File: config.mk
export PLATFORM = sky130hd
export DESIGN_NAME = pcg_top
export DESIGN_NICKNAME = d
export VERILOG_FILES = /design/src/pcg_dummy_never.sv /design/src/pcg_pkg.sv /design/src/pcg_top.sv /design/src/pcg_gate_cell.sv /design/src/pcg_fault_check.sv
export SDC_FILE = /design/constraint.sdc
export NUM_CORES = 1
export LEC_CHECK = 0
export ABC_AREA = 1
export BUFFER_PORTS_ARGS = -buffer_cell sky130_fd_sc_hd__buf_4
export CORE_MARGIN = 2
export CORE_UTILIZATION = 63
export DETAILED_ROUTE_END_ITERATION = 12
export PLACE_DENSITY = 0.88
export RECOVER_POWER = 25
export SLEW_MARGIN = 5
export SYNTH_ARGS = -nofsm -noshare
export SYNTH_HDL_FRONTEND = slang
export SYNTH_SLANG_ARGS = --single-unit
File: constraint.sdc
create_clock -name hclk -period 2.9 [get_ports hclk]
set_input_delay 0.145 -clock hclk [delete_from_list [all_inputs] [get_ports hclk]]
set_output_delay 0.145 -clock hclk [all_outputs]
set_load 0.03 [all_outputs]
File: src/pcg_dummy_never.sv
// intentionally empty
`timescale 1ns/1ns
`default_nettype none
`default_nettype wire

File: src/pcg_pkg.sv
// package of constants and types for the peripheral clock gating block
package pcg_pkg;

  // ----------------------------------------------------------------
  // register byte offsets within the system control space
  // ----------------------------------------------------------------
  localparam logic [11:0] OFF_RUN_CFG   = 12'h060;
  localparam logic [11:0] OFF_RUN_ONE   = 12'h104;
  localparam logic [11:0] OFF_RUN_TWO   = 12'h108;
  localparam logic [11:0] OFF_SLP_ONE   = 12'h114;
  localparam logic [11:0] OFF_SLP_TWO   = 12'h118;
  localparam logic [11:0] OFF_DSL_ONE   = 12'h124;
  localparam logic [11:0] OFF_DSL_TWO   = 12'h128;
  localparam logic [11:0] OFF_IRQ_STAT  = 12'h150;
  localparam logic [11:0] OFF_IRQ_MASK  = 12'h154;

  // ----------------------------------------------------------------
  // writable bit masks and reset values
  // ----------------------------------------------------------------
  localparam logic [31:0] ONE_MASK      = 32'h000F1013;
  localparam logic [31:0] TWO_MASK      = 32'h5000007F;
  localparam int          AUTO_GATE_BIT = 27;
  localparam logic [31:0] CFG_MASK      = 32'h08000000;
  localparam logic [31:0] GATE_RESET    = 32'h00000000;
  localparam logic [31:0] CFG_RESET     = 32'h00000000;
  localparam int          STAT_FAULT    = 0;
  localparam int          STAT_MODE     = 1;
  localparam logic [1:0]  STAT_RESET    = 2'h0;

  // ----------------------------------------------------------------
  // unit vector layout
  // ----------------------------------------------------------------
  localparam int UNIT_N = 17;

  typedef enum logic [1:0] {PCG_RUN, PCG_SLEEP, PCG_DEEP} pcg_mode_t;

  typedef struct packed {
    logic        valid;
    logic        write;
    logic [11:0] addr;
  } pcg_aphase_t;

  // async0,async1,sync_serial,two_wire,timer0..3,port_a..g,mac,phy
  function automatic logic [UNIT_N-1:0] pcg_units(input logic [31:0] one, input logic [31:0] two);
    pcg_units = {two[30], two[28], two[6:0], one[19:16], one[12], one[4], one[1:0]};
  endfunction : pcg_units

endpackage : pcg_pkg

File: src/pcg_top.sv
// peripheral clock gating control with its register slave
//
// Chosen here: the AHB-Lite slave port.
`timescale 1ns/1ns
`default_nettype none
// Behaviour
// - gate bit one clocks the unit
// - gate bit zero stops the unit clock
// - access to unclocked unit gives bus fault
// - all gate bits reset to zero
// - run, sleep, deep-sleep sets by mode
// - sleep sets only with auto gating select
// - second register: ports, mac, phy bits
// - first register: serial, sync serial, two-wire
// - reserved bits read zero, ignore writes
// - second run register at offset 0x108
// - first register bits 16-19 gate timers
module pcg_top (
  // clock and reset
  input  wire  logic                       hclk,
  input  wire  logic                       hresetn,
  // ahb-lite slave
  input  wire  logic                       hsel,
  input  wire  logic [31:0]                haddr,
  input  wire  logic [1:0]                 htrans,
  input  wire  logic                       hwrite,
  input  wire  logic [2:0]                 hsize,
  input  wire  logic [31:0]                hwdata,
  input  wire  logic                       hready,
  output var   logic [31:0]                hrdata,
  output logic                             hreadyout,
  output logic                             hresp,
  // power mode
  input  wire  logic                       sleep_mode,
  input  wire  logic                       deep_sleep_mode,
  // unit side
  input  wire  logic [pcg_pkg::UNIT_N-1:0] unit_access,
  output logic [pcg_pkg::UNIT_N-1:0]       unit_clk_en,
  output logic                             bus_fault,
  output logic                             irq
);

  // ----------------------------------------------------------------
  // state
  // ----------------------------------------------------------------
  pcg_pkg::pcg_aphase_t aph, next_aph;
  logic [31:0] run_clock_config, next_run_clock_config;
  logic [31:0] run_gate_reg_one, next_run_gate_reg_one;
  logic [31:0] run_gate_reg_two, next_run_gate_reg_two;
  logic [31:0] sleep_gate_reg_one, next_sleep_gate_reg_one;
  logic [31:0] sleep_gate_reg_two, next_sleep_gate_reg_two;
  logic [31:0] deep_sleep_gate_reg_one, next_deep_sleep_gate_reg_one;
  logic [31:0] deep_sleep_gate_reg_two, next_deep_sleep_gate_reg_two;
  logic [1:0]  irq_stat, next_irq_stat;
  logic [1:0]  irq_mask, next_irq_mask;
  logic [31:0] next_hrdata;
  pcg_pkg::pcg_mode_t mode, next_mode;
  logic [pcg_pkg::UNIT_N-1:0] gate_req;
  logic        auto_gate_select;
  logic        wr_en;
  logic        rd_take;

  assign hreadyout = 1'b1;
  assign hresp     = 1'b0;
  assign auto_gate_select = run_clock_config[pcg_pkg::AUTO_GATE_BIT];
  assign irq = |(irq_stat & irq_mask);

  // ----------------------------------------------------------------
  // bus phases and register writes
  // ----------------------------------------------------------------
  always_comb begin
    next_aph.valid = hsel && hready && htrans[1];
    next_aph.write = hwrite;
    next_aph.addr  = {haddr[11:2], 2'b00};
    wr_en   = aph.valid && aph.write;
    rd_take = next_aph.valid && !hwrite;
    next_run_clock_config        = run_clock_config;
    next_run_gate_reg_one        = run_gate_reg_one;
    next_run_gate_reg_two        = run_gate_reg_two;
    next_sleep_gate_reg_one      = sleep_gate_reg_one;
    next_sleep_gate_reg_two      = sleep_gate_reg_two;
    next_deep_sleep_gate_reg_one = deep_sleep_gate_reg_one;
    next_deep_sleep_gate_reg_two = deep_sleep_gate_reg_two;
    next_irq_mask                = irq_mask;
    if (wr_en) begin
      case (aph.addr)
        pcg_pkg::OFF_RUN_CFG:  next_run_clock_config = hwdata & pcg_pkg::CFG_MASK;
        pcg_pkg::OFF_RUN_ONE:  next_run_gate_reg_one = hwdata & pcg_pkg::ONE_MASK;
        pcg_pkg::OFF_RUN_TWO:  next_run_gate_reg_two = hwdata & pcg_pkg::TWO_MASK;
        pcg_pkg::OFF_SLP_ONE:  next_sleep_gate_reg_one = hwdata & pcg_pkg::ONE_MASK;
        pcg_pkg::OFF_SLP_TWO:  next_sleep_gate_reg_two = hwdata & pcg_pkg::TWO_MASK;
        pcg_pkg::OFF_DSL_ONE:  next_deep_sleep_gate_reg_one = hwdata & pcg_pkg::ONE_MASK;
        pcg_pkg::OFF_DSL_TWO:  next_deep_sleep_gate_reg_two = hwdata & pcg_pkg::TWO_MASK;
        pcg_pkg::OFF_IRQ_MASK: next_irq_mask = hwdata[1:0];
        default: ;
      endcase
    end
  end

  // ----------------------------------------------------------------
  // read data: taken from next values so a write just before is seen
  // ----------------------------------------------------------------
  always_comb begin
    next_hrdata = hrdata;
    if (rd_take) begin
      case (next_aph.addr)
        pcg_pkg::OFF_RUN_CFG:  next_hrdata = next_run_clock_config;
        pcg_pkg::OFF_RUN_ONE:  next_hrdata = next_run_gate_reg_one;
        pcg_pkg::OFF_RUN_TWO:  next_hrdata = next_run_gate_reg_two;
        pcg_pkg::OFF_SLP_ONE:  next_hrdata = next_sleep_gate_reg_one;
        pcg_pkg::OFF_SLP_TWO:  next_hrdata = next_sleep_gate_reg_two;
        pcg_pkg::OFF_DSL_ONE:  next_hrdata = next_deep_sleep_gate_reg_one;
        pcg_pkg::OFF_DSL_TWO:  next_hrdata = next_deep_sleep_gate_reg_two;
        pcg_pkg::OFF_IRQ_STAT: next_hrdata = {30'h0, irq_stat};
        pcg_pkg::OFF_IRQ_MASK: next_hrdata = {30'h0, next_irq_mask};
        default:               next_hrdata = 32'h00000000;
      endcase
    end
  end

  // ----------------------------------------------------------------
  // mode selection and effective gate set
  // ----------------------------------------------------------------
  always_comb begin
    if (deep_sleep_mode && auto_gate_select) begin
      next_mode = pcg_pkg::PCG_DEEP;
    end else if (sleep_mode && auto_gate_select) begin
      next_mode = pcg_pkg::PCG_SLEEP;
    end else begin
      next_mode = pcg_pkg::PCG_RUN;
    end
    case (mode)
      pcg_pkg::PCG_SLEEP: gate_req = pcg_pkg::pcg_units(sleep_gate_reg_one, sleep_gate_reg_two);
      pcg_pkg::PCG_DEEP:  gate_req = pcg_pkg::pcg_units(deep_sleep_gate_reg_one, deep_sleep_gate_reg_two);
      default:            gate_req = pcg_pkg::pcg_units(run_gate_reg_one, run_gate_reg_two);
    endcase
  end

  // ----------------------------------------------------------------
  // interrupt status: read clears, a new event wins over the clear
  // ----------------------------------------------------------------
  always_comb begin
    next_irq_stat = irq_stat;
    if (rd_take && next_aph.addr == pcg_pkg::OFF_IRQ_STAT) begin
      next_irq_stat = 2'h0;
    end
    if (bus_fault) begin
      next_irq_stat[pcg_pkg::STAT_FAULT] = 1'b1;
    end
    if (next_mode != mode) begin
      next_irq_stat[pcg_pkg::STAT_MODE] = 1'b1;
    end
  end

  always_ff @(posedge hclk or negedge hresetn) begin
    if (!hresetn) begin
      aph                     <= '0;
      hrdata                  <= 32'h00000000;
      run_clock_config        <= pcg_pkg::CFG_RESET;
      run_gate_reg_one        <= pcg_pkg::GATE_RESET;
      run_gate_reg_two        <= pcg_pkg::GATE_RESET;
      sleep_gate_reg_one      <= pcg_pkg::GATE_RESET;
      sleep_gate_reg_two      <= pcg_pkg::GATE_RESET;
      deep_sleep_gate_reg_one <= pcg_pkg::GATE_RESET;
      deep_sleep_gate_reg_two <= pcg_pkg::GATE_RESET;
      irq_stat                <= pcg_pkg::STAT_RESET;
      irq_mask                <= pcg_pkg::STAT_RESET;
      mode                    <= pcg_pkg::PCG_RUN;
    end else begin
      aph                     <= next_aph;
      hrdata                  <= next_hrdata;
      run_clock_config        <= next_run_clock_config;
      run_gate_reg_one        <= next_run_gate_reg_one;
      run_gate_reg_two        <= next_run_gate_reg_two;
      sleep_gate_reg_one      <= next_sleep_gate_reg_one;
      sleep_gate_reg_two      <= next_sleep_gate_reg_two;
      deep_sleep_gate_reg_one <= next_deep_sleep_gate_reg_one;
      deep_sleep_gate_reg_two <= next_deep_sleep_gate_reg_two;
      irq_stat                <= next_irq_stat;
      irq_mask                <= next_irq_mask;
      mode                    <= next_mode;
    end
  end

  // ----------------------------------------------------------------
  // per-unit enables and fault detection
  // ----------------------------------------------------------------
  // one register stage keeps enable edges aligned to hclk, at one cycle of latency
  pcg_gate_cell u_gate (
    .hclk        (hclk),
    .hresetn     (hresetn),
    .gate_req    (gate_req),
    .unit_clk_en (unit_clk_en)
  );

  pcg_fault_check u_fault (
    .hclk        (hclk),
    .hresetn     (hresetn),
    .unit_access (unit_access),
    .unit_clk_en (unit_clk_en),
    .bus_fault   (bus_fault)
  );
endmodule : pcg_top
`default_nettype wire

File: src/pcg_gate_cell.sv
// registered, glitch-free clock enables for every gated unit
`timescale 1ns/1ns
`default_nettype none
module pcg_gate_cell (
  // clock and reset
  input  wire  logic                     hclk,
  input  wire  logic                     hresetn,
  // requested gates
  input  wire  logic [pcg_pkg::UNIT_N-1:0] gate_req,
  // enables toward the units
  output var   logic [pcg_pkg::UNIT_N-1:0] unit_clk_en
);

  // enables change only at an edge, so the downstream gate never sees a short pulse
  genvar g;
  generate
    for (g = 0; g < pcg_pkg::UNIT_N; g++) begin : g_cell
      logic next_en;
      always_comb begin
        next_en = gate_req[g];
      end
      always_ff @(posedge hclk or negedge hresetn) begin
        if (!hresetn) begin
          unit_clk_en[g] <= 1'b0;
        end else begin
          unit_clk_en[g] <= next_en;
        end
      end
    end
  endgenerate

endmodule : pcg_gate_cell
`default_nettype wire

File: src/pcg_fault_check.sv
// flags accesses that reach a unit whose clock is stopped
`timescale 1ns/1ns
`default_nettype none
module pcg_fault_check (
  // clock and reset
  input  wire  logic                       hclk,
  input  wire  logic                       hresetn,
  // accesses and current enables
  input  wire  logic [pcg_pkg::UNIT_N-1:0] unit_access,
  input  wire  logic [pcg_pkg::UNIT_N-1:0] unit_clk_en,
  // fault answer
  output var   logic                       bus_fault
);

  logic next_fault;

  always_comb begin
    next_fault = |(unit_access & ~unit_clk_en);
  end

  always_ff @(posedge hclk or negedge hresetn) begin
    if (!hresetn) begin
      bus_fault <= 1'b0;
    end else begin
      bus_fault <= next_fault;
    end
  end

endmodule : pcg_fault_check
`default_nettype wire

**Word level (Yosys, flattened, before mapping)**

Index checks and enable logic that the tools add are counted.

- Flip-flop bits (word level): 292
- Bits of input ports: 93
- Output and inout bits: 53
- Logic and storage cells: 91

- Equality and inequality tests: 20
- Mux-type cells: 23
- Bitwise gates (word level): 3
- Reductions and logical operators: 12

Operator list:

| kind | number |
|---|---|
| 32-bit two-way mux | 14 |
| 32-bit case mux with 9 select lines | 1 |
| 10-bit by 7-bit equality test with 1-bit output (second input constant) | 15 |
| 17-bit case mux with 2 select lines | 1 |
| 10-bit by 5-bit equality test with 1-bit output (second input constant) | 2 |
| 17-bit bitwise AND | 1 |
| 17-bit inverter | 1 |
| 17-bit OR reduction | 1 |
| 2-bit two-way mux | 4 |
| 1-bit logical AND | 7 |
| 2-bit nonzero test | 2 |
| 1-bit two-way mux | 3 |
| 2-bit bitwise AND | 1 |
| 2-bit by 1-bit equality test with 1-bit output (second input constant) | 1 |
| 2-bit equality test (second input constant) | 1 |
| 2-bit inequality test | 1 |
| 2-bit OR reduction | 1 |
| 1-bit zero test | 1 |

**Depth between registers and ports, before layout**

Gate-level depths: netlist of the first run.

- Word-level depth: 6
- Depth in mapped cells: 14
- Mapped depth without buffers: 13

**By module**

From an unflattened synthesis of the first run, not the netlist that was laid out.

- Cells, all modules: 1,620
- Area total of the unflattened synthesis: 13,168.9 sq um

Modules (own cells, without submodules):

| module | instances | cells each | area an instance (sq um) | seq. area each (sq um) |
|---|---|---|---|---|
| pcg_top | 1 | 1,558 | 12,539.5 | 6,856.6 |
| pcg_gate_cell | 1 | 17 | 425.4 | 425.4 |
| pcg_fault_check | 1 | 45 | 203.9 | 25.0 |

**Worst setup path after synthesis of the first run**

Ideal clock, no wire load.

- Path kind: register to register
- Start point: reg aph[10] (netlist name)
- End point: reg hrdata[14]
- Setup time: 117 ps
- Arrival time: 1,491 ps
- Data required time: 2,783 ps
- Slack: 1,292 ps
- Cell stages (with the launch flop): 15
- Path buffers: 2
- Period minus slack after synthesis: 1,608 ps
- Path through: dfrtp_1 -> inv_1 -> nand2_1 -> nor2_4 -> buf_6 -> nand3_4 -> buf_4 -> nand2_1 -> inv_2 -> nand2_1 -> nand2_1 -> nor2_1 -> nand3_1 -> nand2_1 -> nand2_1

- Cells in the longest elaborated chain, start to end: 4
- Elaborated cells between the ends (all ways): 22
- Those cells by class: eq/ne (7); mux (15)

RTL lines:

| what | line | text |
|---|---|---|
| start, declared | pcg_top.sv:46 | `pcg_pkg::pcg_aphase_t aph, next_aph;` |
| start signal, assigned | pcg_top.sv:170 | `aph <= next_aph;` |
| 10-bit by 7-bit equality test with 1-bit output | pcg_top.sv:86 | `case (aph.addr)` |
| 32-bit two-way mux | pcg_top.sv:86 |  |
| 32-bit two-way mux | pcg_top.sv:85 | `if (wr_en) begin` |
| named net next_deep_sleep_gate_reg_two[14] | pcg_top.sv:53 | `logic [31:0] deep_sleep_gate_reg_two, next_deep_sleep_gate_reg_two;` |
| 32-bit case mux with 9 select lines | pcg_top.sv:106 | `case (next_aph.addr)` |
| end signal, assigned | pcg_top.sv:171 | `hrdata <= next_hrdata;` |
| end, declared | pcg_top.sv:30 | `output var logic [31:0] hrdata,` |

The timed path passes the listed nets, and every way through them passes these cells.
A chain may end at the register's enable or synchronous reset.

**Worst setup path in the final report of the first run**

- Start point: reg aph[9] (netlist name)
- End point: reg hrdata[1]

- Cells in the longest elaborated chain, start to end: 4
- Elaborated cells between the ends (all ways): 25
- Those cells by class: eq/ne (8); mux (17)

RTL lines:

| what | line |
|---|---|
| 10-bit by 7-bit equality test with 1-bit output / 10-bit by 5-bit equality test with 1-bit output (equally long branches) | pcg_top.sv:86 |
| 2-bit two-way mux / 32-bit two-way mux (equally long branches) | pcg_top.sv:86 |
| 2-bit two-way mux / 32-bit two-way mux (equally long branches) | pcg_top.sv:85 |
| 32-bit case mux with 9 select lines * | pcg_top.sv:106 |

Mark *: on every way between the ends. The rest lies on a longest branch, timed or not.

==> summary.txt, run 1 <==
Status
  • Status: finished with violations
  • Failing checks: capacitance limit, slew limit

Floorplanning
  • Initial Util: 0.643
  • Die area: 0.0218 mm^2
  • Ports: around 150
  • Core ar.: 0.0202 mm^2
  • Die Y: 148 um
  • Die extent in x: 148 um
  • Num rows: 52

Finish
  • Area Overhead vs Synth: 17.9%
  • Area of the multi-input gates: 0.00420 mm^2
  • # fillers: 1317
  • Most frequent cells in the layout: nand2_1, dfrtp_1, inv_1, nor2_1, buf_4
  • Reg area: between 0.007 and 0.008 mm^2
  • Antenna diodes: 0
  • Leading cell type in the layout, fill and taps excluded: nand2_1
  • Share of cells above drive strength 1: 0.122
  • Nets: 1863
  • Post-route insts no fill: 2058

Worst setup path
  • R2r endpoint: hrdata[1]$_DFFE_PN0P_
  • Crit path cell chain: inv_2 > nand2_1 > nor2_2 > nand3_4 > inv_1 > nand2_1 > nand3_1 > nand2_1 > nor2_1 > nand2_1 > nand2_1 > nand2_1
  • Startpoint Class: register
  • Largest stage delay on the critical path: 490 ps
  • Delay-heaviest family, CP: simple AND/OR/NAND/NOR gates
  • R2R setup slack: 240 ps
  • WP data required: 3330 ps
  • Reg-to-Reg Start: aph[9]$_DFF_PN0_
  • Worst r2r path cells: 12
  • WS Path Type: register to register
  • Most frequent CP cell: nand2_1
  • Slowest cell on the critical path: nor2_2
  • Largest fanout on the critical path: 28
  • WP buf/inv: 2
  • Crit end category: register
  • WP data arrival: 3090 ps

CTS
  • Worst skew pair latency: between 500 and 600 ps
  • Inserted Clock Buffers: 29
  • Worst-path clk slew: roughly 70 ps
  • # H-tree levels: 1
  • Root Driver: clkbuf_16
  • Post-CTS Resized: 0
  • Max Root-Sink Buffers: 3
  • CTS sink count: 292
  • Number of post-CTS setup repair buffers: 0
  • CTS tree: yes
  • CTS Hold Bufs: 33

Synthesis
  • Mapped cell area: 0.0130 mm^2
  • Synth Area in XOR/XNOR: 0.000673
  • Synth area leaders: dfrtp_1, nand2_1, inv_1
  • Avg Cell Area, Syn: 7.99 um^2
  • Yosys top cell area share: 0.562
  • Post-synthesis simple-gate area fraction: 0.263
  • Synth Net Count: 1722
  • Compound-gate portion of the synthesized area: 0.0569
  • Yosys top cell by area: dfrtp_1
  • Sequential share of the synthesized area: 0.562
  • Largest family of logic cells by synthesized area: simple AND/OR/NAND/NOR gates
  • Mux contribution to synthesized area: 0
  • #FFs+latches synth: 292
  • Area share of fa/ha/maj cells after synthesis: 0.00192
  • Synth Warn #: 0
  • Synth cell types: 36
  • Synth Instances: 1627

Timing
  • Minimum clock period: 2660 ps
  • Pins Over Slew Limit: 109
  • Final TNS setup: 0 ps
  • Hold WS: 230 ps
  • Final hold viol count: 0
  • Final worst-path cycle share: 0.916
  • Clock Skew: 21.2 ps
  • Worst-margin pin slew: 1530 ps
  • Final setup fails: 0
  • Relative slew slack: -0.0178
  • Achievable Freq: 0.376 GHz
  • RSZ-0062 raised after global routing: no

Route
  • Drt drc: 0
  • Router iterations before antenna repair: 7
  • Average wire per cell in the routed design: 16.9 um
  • Vias/cell: 5.46
  • Via count: about 11k
  • DRT iter0 DRCs: 1109
  • Final ANT Viol Nets: 0
  • Routed Wire Length: approximately 35000 um

Global route
  • First-pass GRT wire length: 56200 um
  • Grt ovf: 0
  • Initial antenna violation count: 0
  • Largest net degree at the start of global routing: about 110
  • GRT Total Usage: 0.326
  • Vias in the first global route: around 11k

Min path
  • Worst Hold Launch: htrans[1]
  • Hold Path Class: input port to register
  • Hold Crit Endpoint: hrdata[0]$_DFFE_PN0P_
  • Hold depth: 6

Placed design
  • Port Buffers: 100
  • Final GP Congestion: 0.923
  • HPWL after DPL: 21400 um
  • Post-Place Cells: 1974

Power
  • Power Total: between 0.008 and 0.009 W
  • Pleak: 9.16 nW
  • Power Density: 540 mW/mm^2
  • Peak supply drop: 534 uV

Run
  • # Max-Cap Violations: 1
## cell usage after synthesis (all sizes together)
cell type and instances:
nand2 544, inv 322, dfrtp 292, nor2 158
nand3 104, o21ai 47, a21oi 40, buf 39
o21a 21, and2 13, clkbuf 13, o22ai 13
a22oi 4, nand4 3, nor4 3, conb 2
ha 2, nor3 2, clkinv 1, o2111ai 1
o211ai 1, o21bai 1, xor2 1
## kinds of logic (layout without fill, tap and decap cells)
family | after synthesis | count (layout)
and+or+nand+nor | 827 | 827
buffers and inverters | 375 | 536
DFF | 292 | 292
AOI/OAI and AO/OA | 128 | 128
adders and majority gates | 2 | 2
other | 2 | 2
xor gates and xnor gates | 1 | 1
## worst min-delay path, cell delays in order
cell	delay (ps)
buf_4	110
inv_1	80
nor4_2	60
buf_4	200
nand2_1	100
nand2_1	50
## per-stage QoR
step / utilization / setup WS [ps] / area, um^2
4_1_cts: 0.762 / 293 / 15400
2_1_floorplan: - / 1290 / 13000
3_3_place_gp: 0.697 / 392 / 14100
6_report: 0.758 / 242 / 15300
3_5_place_dp: 0.697 / 304 / 14100
5_1_grt: 0.758 / 67.4 / 15300
## routing by layer
layer	vias to the layer above	global-route usage	wire, um
li1	5121	-	-
met1	5371	0.418	13400
met2	616	0.554	16700
met5	-	0	0
met4	0	0.125	1310
met3	130	0.0617	3280
## how the worst max path moves through the flow
| stage | end | depth (start not counted) | from |
|---|---|---|---|
| 2_1_floorplan | hrdata[14]$_DFFE_PN0P_ | 14 | aph[10]$_DFF_PN0_ |
| 3_3_place_gp | hrdata[1]$_DFFE_PN0P_ | 12 | aph[9]$_DFF_PN0_ |
| 3_5_place_dp | hrdata[1]$_DFFE_PN0P_ | 12 | aph[9]$_DFF_PN0_ |
| 4_1_cts | hrdata[1]$_DFFE_PN0P_ | 12 | aph[9]$_DFF_PN0_ |
| 5_1_grt | hrdata[19]$_DFFE_PN0P_ | 12 | aph[9]$_DFF_PN0_ |
| 6_report | hrdata[1]$_DFFE_PN0P_ | 12 | aph[9]$_DFF_PN0_ |
## final cells by class
type | instances | share of cell area
clock buffers | 44 | 0.0549
multi-input cells | 960 | 0.274
clock inverters | 7 | 0.00930
flip-flops and latches | 292 | 0.477
repair buffers | 162 | 0.0841
well taps | 270 | 0.0220
inverters | 323 | 0.0791
## power breakdown
| group | internal (W) | leakage, nW | switching, W | total, W |
|---|---|---|---|---|
| registers | 0.00409 | 3.92 | 0.00000854 | 0.00410 |
| logic | 0.0000983 | 4.75 | 0.000188 | 0.000287 |
| clock network | 0.00235 | 0.480 | 0.00155 | 0.00389 |
| total | 0.00653 | 9.16 | 0.00174 | 0.00828 |
## registers in the layout, summed over array words and instances (netlist names), 17 cells and up
signal	count
sleep_gate_reg_one	32
deep_sleep_gate_reg_two	32
run_clock_config	32
deep_sleep_gate_reg_one	32
sleep_gate_reg_two	32
hrdata	32
run_gate_reg_one	32
u_gate.unit_clk_en	17
run_gate_reg_two	32
(Power assumes the default switching activity.)
==> run 2, diff against run 1 <==
CORE_UTILIZATION = 53   (was 63)
PLACE_DENSITY = 0.79   (was 0.88)
clock period = 2.2 ns   (was 2.9 ns; I/O delays follow)
==> summary.txt, run 2 (same netlist as run 1, synthesis figures left out) <==
Status
  • Status: complete, no violations

Worst setup path
  • WS Path Type: register to register
  • Startpoint Class: register
  • WP data required: around 2700 ps
  • Largest fanout on the critical path: 33
  • WP buf/inv: 2
  • Slowest cell on the critical path: buf_4
  • Largest stage delay on the critical path: 420 ps
  • Reg-to-Reg Start: aph[13]$_DFF_PN0_
  • Most frequent CP cell: nand2_1
  • WP data arrival: 2570 ps
  • Crit path cell chain: nand2_1 > nor2_4 > buf_12 > nand3_1 > buf_4 > nand2_1 > o21ai_0 > nor2_1 > nand3_1 > nand2_1 > nand2_1
  • Worst Setup SP: aph[13]$_DFF_PN0_
  • Delay-heaviest family, CP: simple AND/OR/NAND/NOR gates
  • Crit end category: register

Global route
  • Vias in the first global route: 10.8k
  • Initial antenna violation count: 0
  • Largest net degree at the start of global routing: 72
  • First-pass GRT wire length: 54300 um
  • Grt ovf: 0
  • GRT Total Usage: 0.264

Route
  • Router iterations before antenna repair: 5
  • Final ANT Viol Nets: 0
  • Drt drc: 0
  • Vias/cell: 5.02
  • Average wire per cell in the routed design: roughly 16 um
  • Routed Wire Length: 33100 um
  • Via count: roughly 11k
  • DRT iter0 DRCs: 786

Finish
  • Leading cell type in the layout, fill and taps excluded: nand2_1
  • Cell area after layout: 0.0156 mm^2
  • Area Overhead vs Synth: 19.8%
  • Most frequent cells in the layout: nand2_1, dfrtp_1, inv_1, nor2_1, buf_4
  • Nets: 1873
  • Antenna diodes: 0
  • # fillers: 1916
  • Share of cells above drive strength 1: 0.133

Floorplanning
  • Num rows: 57
  • Core ar.: 0.0242 mm^2
  • Die extent in x: 161 um
  • Die area: between 0.02 and 0.03 mm^2
  • Ports: about 150
  • Die Y: 161 um
  • Initial Util: 0.538

CTS
  • CTS sink count: 292
  • Worst skew pair latency: 550 ps
  • CTS tree: yes
  • Inserted Clock Buffers: 29
  • Worst-path clk slew: 60 ps
  • # H-tree levels: 1
  • Max Root-Sink Buffers: 3
  • Number of post-CTS setup repair buffers: 0
  • Root Driver: clkbuf_16

Run
  • # Max-Cap Violations: 0

Placed design
  • Pre-CTS setup slack: 153 ps
  • HPWL after DPL: 21600 um
  • Port Buffers: 100
  • Final GP Congestion: 0.932
  • DP Area: 0.0143 mm^2

Timing
  • Final hold viol count: 0
  • Final setup fails: 0
  • Setup WS post-layout: 114 ps
  • Worst-margin pin slew: 1180 ps
  • Achievable Freq: around 0.48 GHz
  • RSZ-0062 raised after global routing: no
  • Final worst-path cycle share: 0.948
  • Minimum clock period: around 2100 ps
  • Relative slew slack: 0.215
  • Hold WS: 98.7 ps
  • Clock Skew: ~10 ps
  • Final TNS setup: 0 ps
  • Pins Over Slew Limit: 0

Min path
  • Hold Path Class: input port to asynchronous set/reset pin

Power
  • Pleak: roughly 9.2 nW
  • Peak supply drop: just under 600 uV
  • Power Density: 704 mW/mm^2
## run 2: cell types whose count changed in the layout (fill, tap and decap cells not counted), sizes merged
cell	change
inv	-1
clkinvlp	+4
clkbuf	-8
bufinv	+1
buf	+9
clkinv	+7
## run 2: worst paths after layout
path | endpoint | slack (ps) | cells after the start
max reg2reg | hrdata[31]$_DFFE_PN0P_ | 110 | 11
max in group asynchronous | run_gate_reg_one[21]$_DFF_PN0_ | 560 | 3
max | hrdata[31]$_DFFE_PN0P_ | 110 | 11
min reg2reg | sleep_gate_reg_one[13]$_DFF_PN0_ | 450 | 2
min | hrdata[30]$_DFFE_PN0P_ | 100 | 2
min in group hclk | hrdata[20]$_DFFE_PN0P_ | 140 | 7
## run 2: layer usage
layer / up-vias / wire length, um / global-route usage / part of all wire
met2: 376 / 15600 / 0.434 / 0.47
met1: 5081 / 14500 / 0.363 / 0.44
met3: 68 / 2090 / 0.0359 / 0.063
met5: - / 0 / 0 / 0
met4: 0 / 935 / 0.0942 / 0.028
li1: 5133 / - / - / -
## run 2: what timing repair did
item                       CTS  global route
setup endpoints to repair    0             3
hold buffers                33             0
gates resized for setup      0             4
hold endpoints to repair   179             0
## run 2: per-stage QoR
step,power (W),utilization,instances
after floorplan,0.00560,-,1627
after global placement,0.00584,0.592,2038
after detailed placement,0.00584,0.592,2038
after CTS,0.0110,0.647,2124
after global routing,0.0113,0.644,2124
final,0.0110,0.644,2124
## run 2: report_power, final
part	internal [W]	switching, W
logic	0.000127	0.000246
clock network	0.00311	0.00209
registers	0.00539	0.00000998
## run 2: layout make-up
cell class	count	area, um^2	share of cell area
inverters	323	1220	0.0781
clock inverters	18	230	0.0148
well taps	324	405	0.0260
flip-flops and latches	292	7310	0.469
multi-input cells	960	4220	0.271
repair buffers	172	1430	0.0915
clock buffers	35	778	0.0500
==> run 3, diff against run 2 <==
SYNTH_HIERARCHICAL = 1   (was unset)
==> summary.txt, run 3 <==
Status
  • Status: finished with violations
  • Failing checks: capacitance limit, slew limit

Placed design
  • HPWL after DPL: 20600 um
  • Pre-CTS setup slack: 178 ps
  • Port Buffers: 100
  • Final GP Congestion: 0.837

Finish
  • Area Overhead vs Synth: 19.2%
  • Reg area: 0.00731 mm^2
  • Most frequent cells in the layout: nand2_1, dfrtp_1, inv_1, nor2_1, buf_4
  • # fillers: ~2.0k
  • Area of the multi-input gates: 0.00426 mm^2
  • Share of cells above drive strength 1: 0.149
  • Leading cell type in the layout, fill and taps excluded: nand2_1
  • Nets: around 1.9k
  • Final core occ: 0.644
  • Antenna diodes: 0

Synthesis
  • Synth Instances: 1620
  • FFs w/ async S/R, synth: 1.00
  • Synth cell types: 40
  • Mapped cell area: between 0.01 and 0.015 mm^2
  • #FFs+latches synth: 292
  • Yosys top cell by area: dfrtp_1
  • Yosys top cell area share: 0.555
  • Synth Warn #: 6
  • Sequential share of the synthesized area: 0.555
  • Synth area leaders: dfrtp_1, nand2_1, inv_1
  • Synth Net Count: 1715
  • EDFF count, synth: 0
  • Commonest cells post-synth: nand2_1, dfrtp_1, inv_1
  • Count leader, synth: nand2_1
  • Avg Cell Area, Syn: between 8 and 9 um^2
  • Top_reg_cell synth: dfrtp_1

Power
  • Reg power frac: 0.494
  • Pleak: slightly above 9 nW
  • Cell-internal power: about 0.0086 W
  • Power Total: 0.0109 W
  • Clock share of power: 0.473
  • Switching Power: 0.00230 W
  • Power Density: 695 mW/mm^2
  • Comb power frac: 0.033
  • Peak supply drop: 579 uV
  • Sw Share: 0.210

Min path
  • Hold Path Class: input port to register

CTS
  • Worst-path clk slew: 60 ps
  • CTS tree: yes
  • Inserted Clock Buffers: 29
  • CTS sink count: 292
  • Root Driver: clkbuf_16
  • Worst skew pair latency: ~550 ps
  • # H-tree levels: 1
  • Max Root-Sink Buffers: 3

Run
  • # Max-Cap Violations: 1

Worst setup path
  • Startpoint Class: register
  • Slowest cell on the critical path: dlygate4sd3_1
  • WS Path Type: register to register
  • Crit end category: register
  • WP data required: 2630 ps
  • Crit path cell chain: inv_1 > nand2_1 > o211ai_2 > dlygate4sd3_1 > nor2_1 > dlygate4sd3_1 > nand2_1
  • Largest fanout on the critical path: 2
  • Largest stage delay on the critical path: 580 ps
  • WP data arrival: 2490 ps

Route
  • Vias/cell: approximately 5
  • Final ANT Viol Nets: 0
  • Average wire per cell in the routed design: 15.4 um
  • Routed Wire Length: 32700 um
  • Drt drc: 0
  • DRT iter0 DRCs: 757
  • Via count: 10.5k
  • Router iterations before antenna repair: 6

Timing
  • Final hold viol count: 0
  • Relative slew slack: -0.131
  • Setup WS post-layout: 145 ps
  • Final worst-path cycle share: 0.934
  • Final TNS setup: 0 ps
  • Worst-margin pin slew: 1700 ps
  • Minimum clock period: 2050 ps
  • RSZ-0062 raised after global routing: no
  • Achievable Freq: 0.487 GHz
  • Pins Over Slew Limit: 64
  • Clock Skew: 13.3 ps
  • Final setup fails: 0

Global route
  • Grt ovf: 0
  • GRT Total Usage: 0.255
  • Largest net degree at the start of global routing: 65
  • Initial antenna violation count: 0
  • First-pass GRT wire length: about 53000 um
  • Vias in the first global route: 10.7k

Floorplanning
  • Core ar.: 0.0244 mm^2
  • Num rows: between 50 and 60
  • Die area: 0.0261 mm^2
  • Initial Util: 0.540
  • Die Y: 162 um
  • Ports: 146
  • Die extent in x: 162 um
## run 3: changes by cell type after synthesis, moves of 11 or more
cell     previous run  this run
a21oi_1            39         2
and2_1             13        31
buf_2              26        14
buf_6               5        16
inv_1             289       274
nand2_2             1        19
nand3_1            99        60
nor2_1            142       156
nor3_1              1        13
o21a_1             21        10
o21ai_0            31        44
## run 3: kinds of logic (layout without fill, tap and decap cells)
family | after synthesis | in the layout | share of synthesized area
AO/OA/AOI/OAI | 106 | 106 | 0.0452
adder cells (fa/ha/maj) | 2 | 2 | 0.00190
other | 2 | 2 | 0.000570
flip-flops | 292 | 292 | 0.555
AND/OR/NAND/NOR | 844 | 844 | 0.275
buffers and inverters | 374 | 548 | 0.122
## run 3: power groups by stage
stage | clock (W) | sequential, W | combinational (W)
2_1_floorplan | 0 | 0.00550 | 0.0000949
3_3_place_gp | 0 | 0.00549 | 0.000326
3_5_place_dp | 0 | 0.00549 | 0.000331
4_1_cts | 0.00523 | 0.00539 | 0.000380
5_1_grt | 0.00543 | 0.00539 | 0.000405
6_report | 0.00516 | 0.00539 | 0.000362
## run 3: final cells by class
cell class	instances	area share
Sequential cell	292	0.465
Clock buffer	43	0.0559
Tap cell	324	0.0258
Timing Repair Buffer	176	0.0966
Inverter	319	0.0764
Clock inverter	10	0.00869
Multi-Input combinational cell	954	0.271
## run 3: per-stage QoR
stage,hold WS (ps),cells,instance area (um^2)
after floorplan,-186,1620,13200
after global placement,104,2028,14400
after CTS,7.25,2117,15800
after detailed placement,107,2028,14400
final,21.9,2118,15700
after global routing,43.3,2118,15700
## run 3: final timing paths
path,slack (ps),start,end,cells past startpoint
max,150,u_gate/unit_clk_en[0]$_DFF_PN0_,u_fault/bus_fault$_DFF_PN0_,7
min,20,hwdata[27],run_clock_config[27]$_DFF_PN0_,3
max reg2reg,150,u_gate/unit_clk_en[0]$_DFF_PN0_,u_fault/bus_fault$_DFF_PN0_,7
min reg2reg,460,sleep_gate_reg_two[19]$_DFF_PN0_,sleep_gate_reg_two[19]$_DFF_PN0_,2
max in group asynchronous,350,hresetn,sleep_gate_reg_two[14]$_DFF_PN0_,3
min in group asynchronous,540,hresetn,u_gate/unit_clk_en[5]$_DFF_PN0_,2
## run 3: timing repair
| action | CTS | global route |
|---|---|---|
| hold endpoints to repair | 287 | 0 |
| hold buffers | 36 | 0 |
| buffers inserted | 0 | 1 |
| resized for setup | 0 | 1 |
| setup endpoints to repair | 0 | 2 |
## run 3: routing by layer
layer	vias up	GRT usage	wire, um
met4	0	0.102	1220
met1	4955	0.326	13600
met2	393	0.442	15900
li1	5082	-	-
met5	-	0	0
met3	99	0.0349	2020
## run 3: worst max-delay path: cells and delay by family, from the launching register on
family                 cells  cell delay (ps)
AO/OA/AOI/OAI              1               90
buffers and inverters      3             1200
flip-flops                 1              360
AND/OR/NAND/NOR            3              290
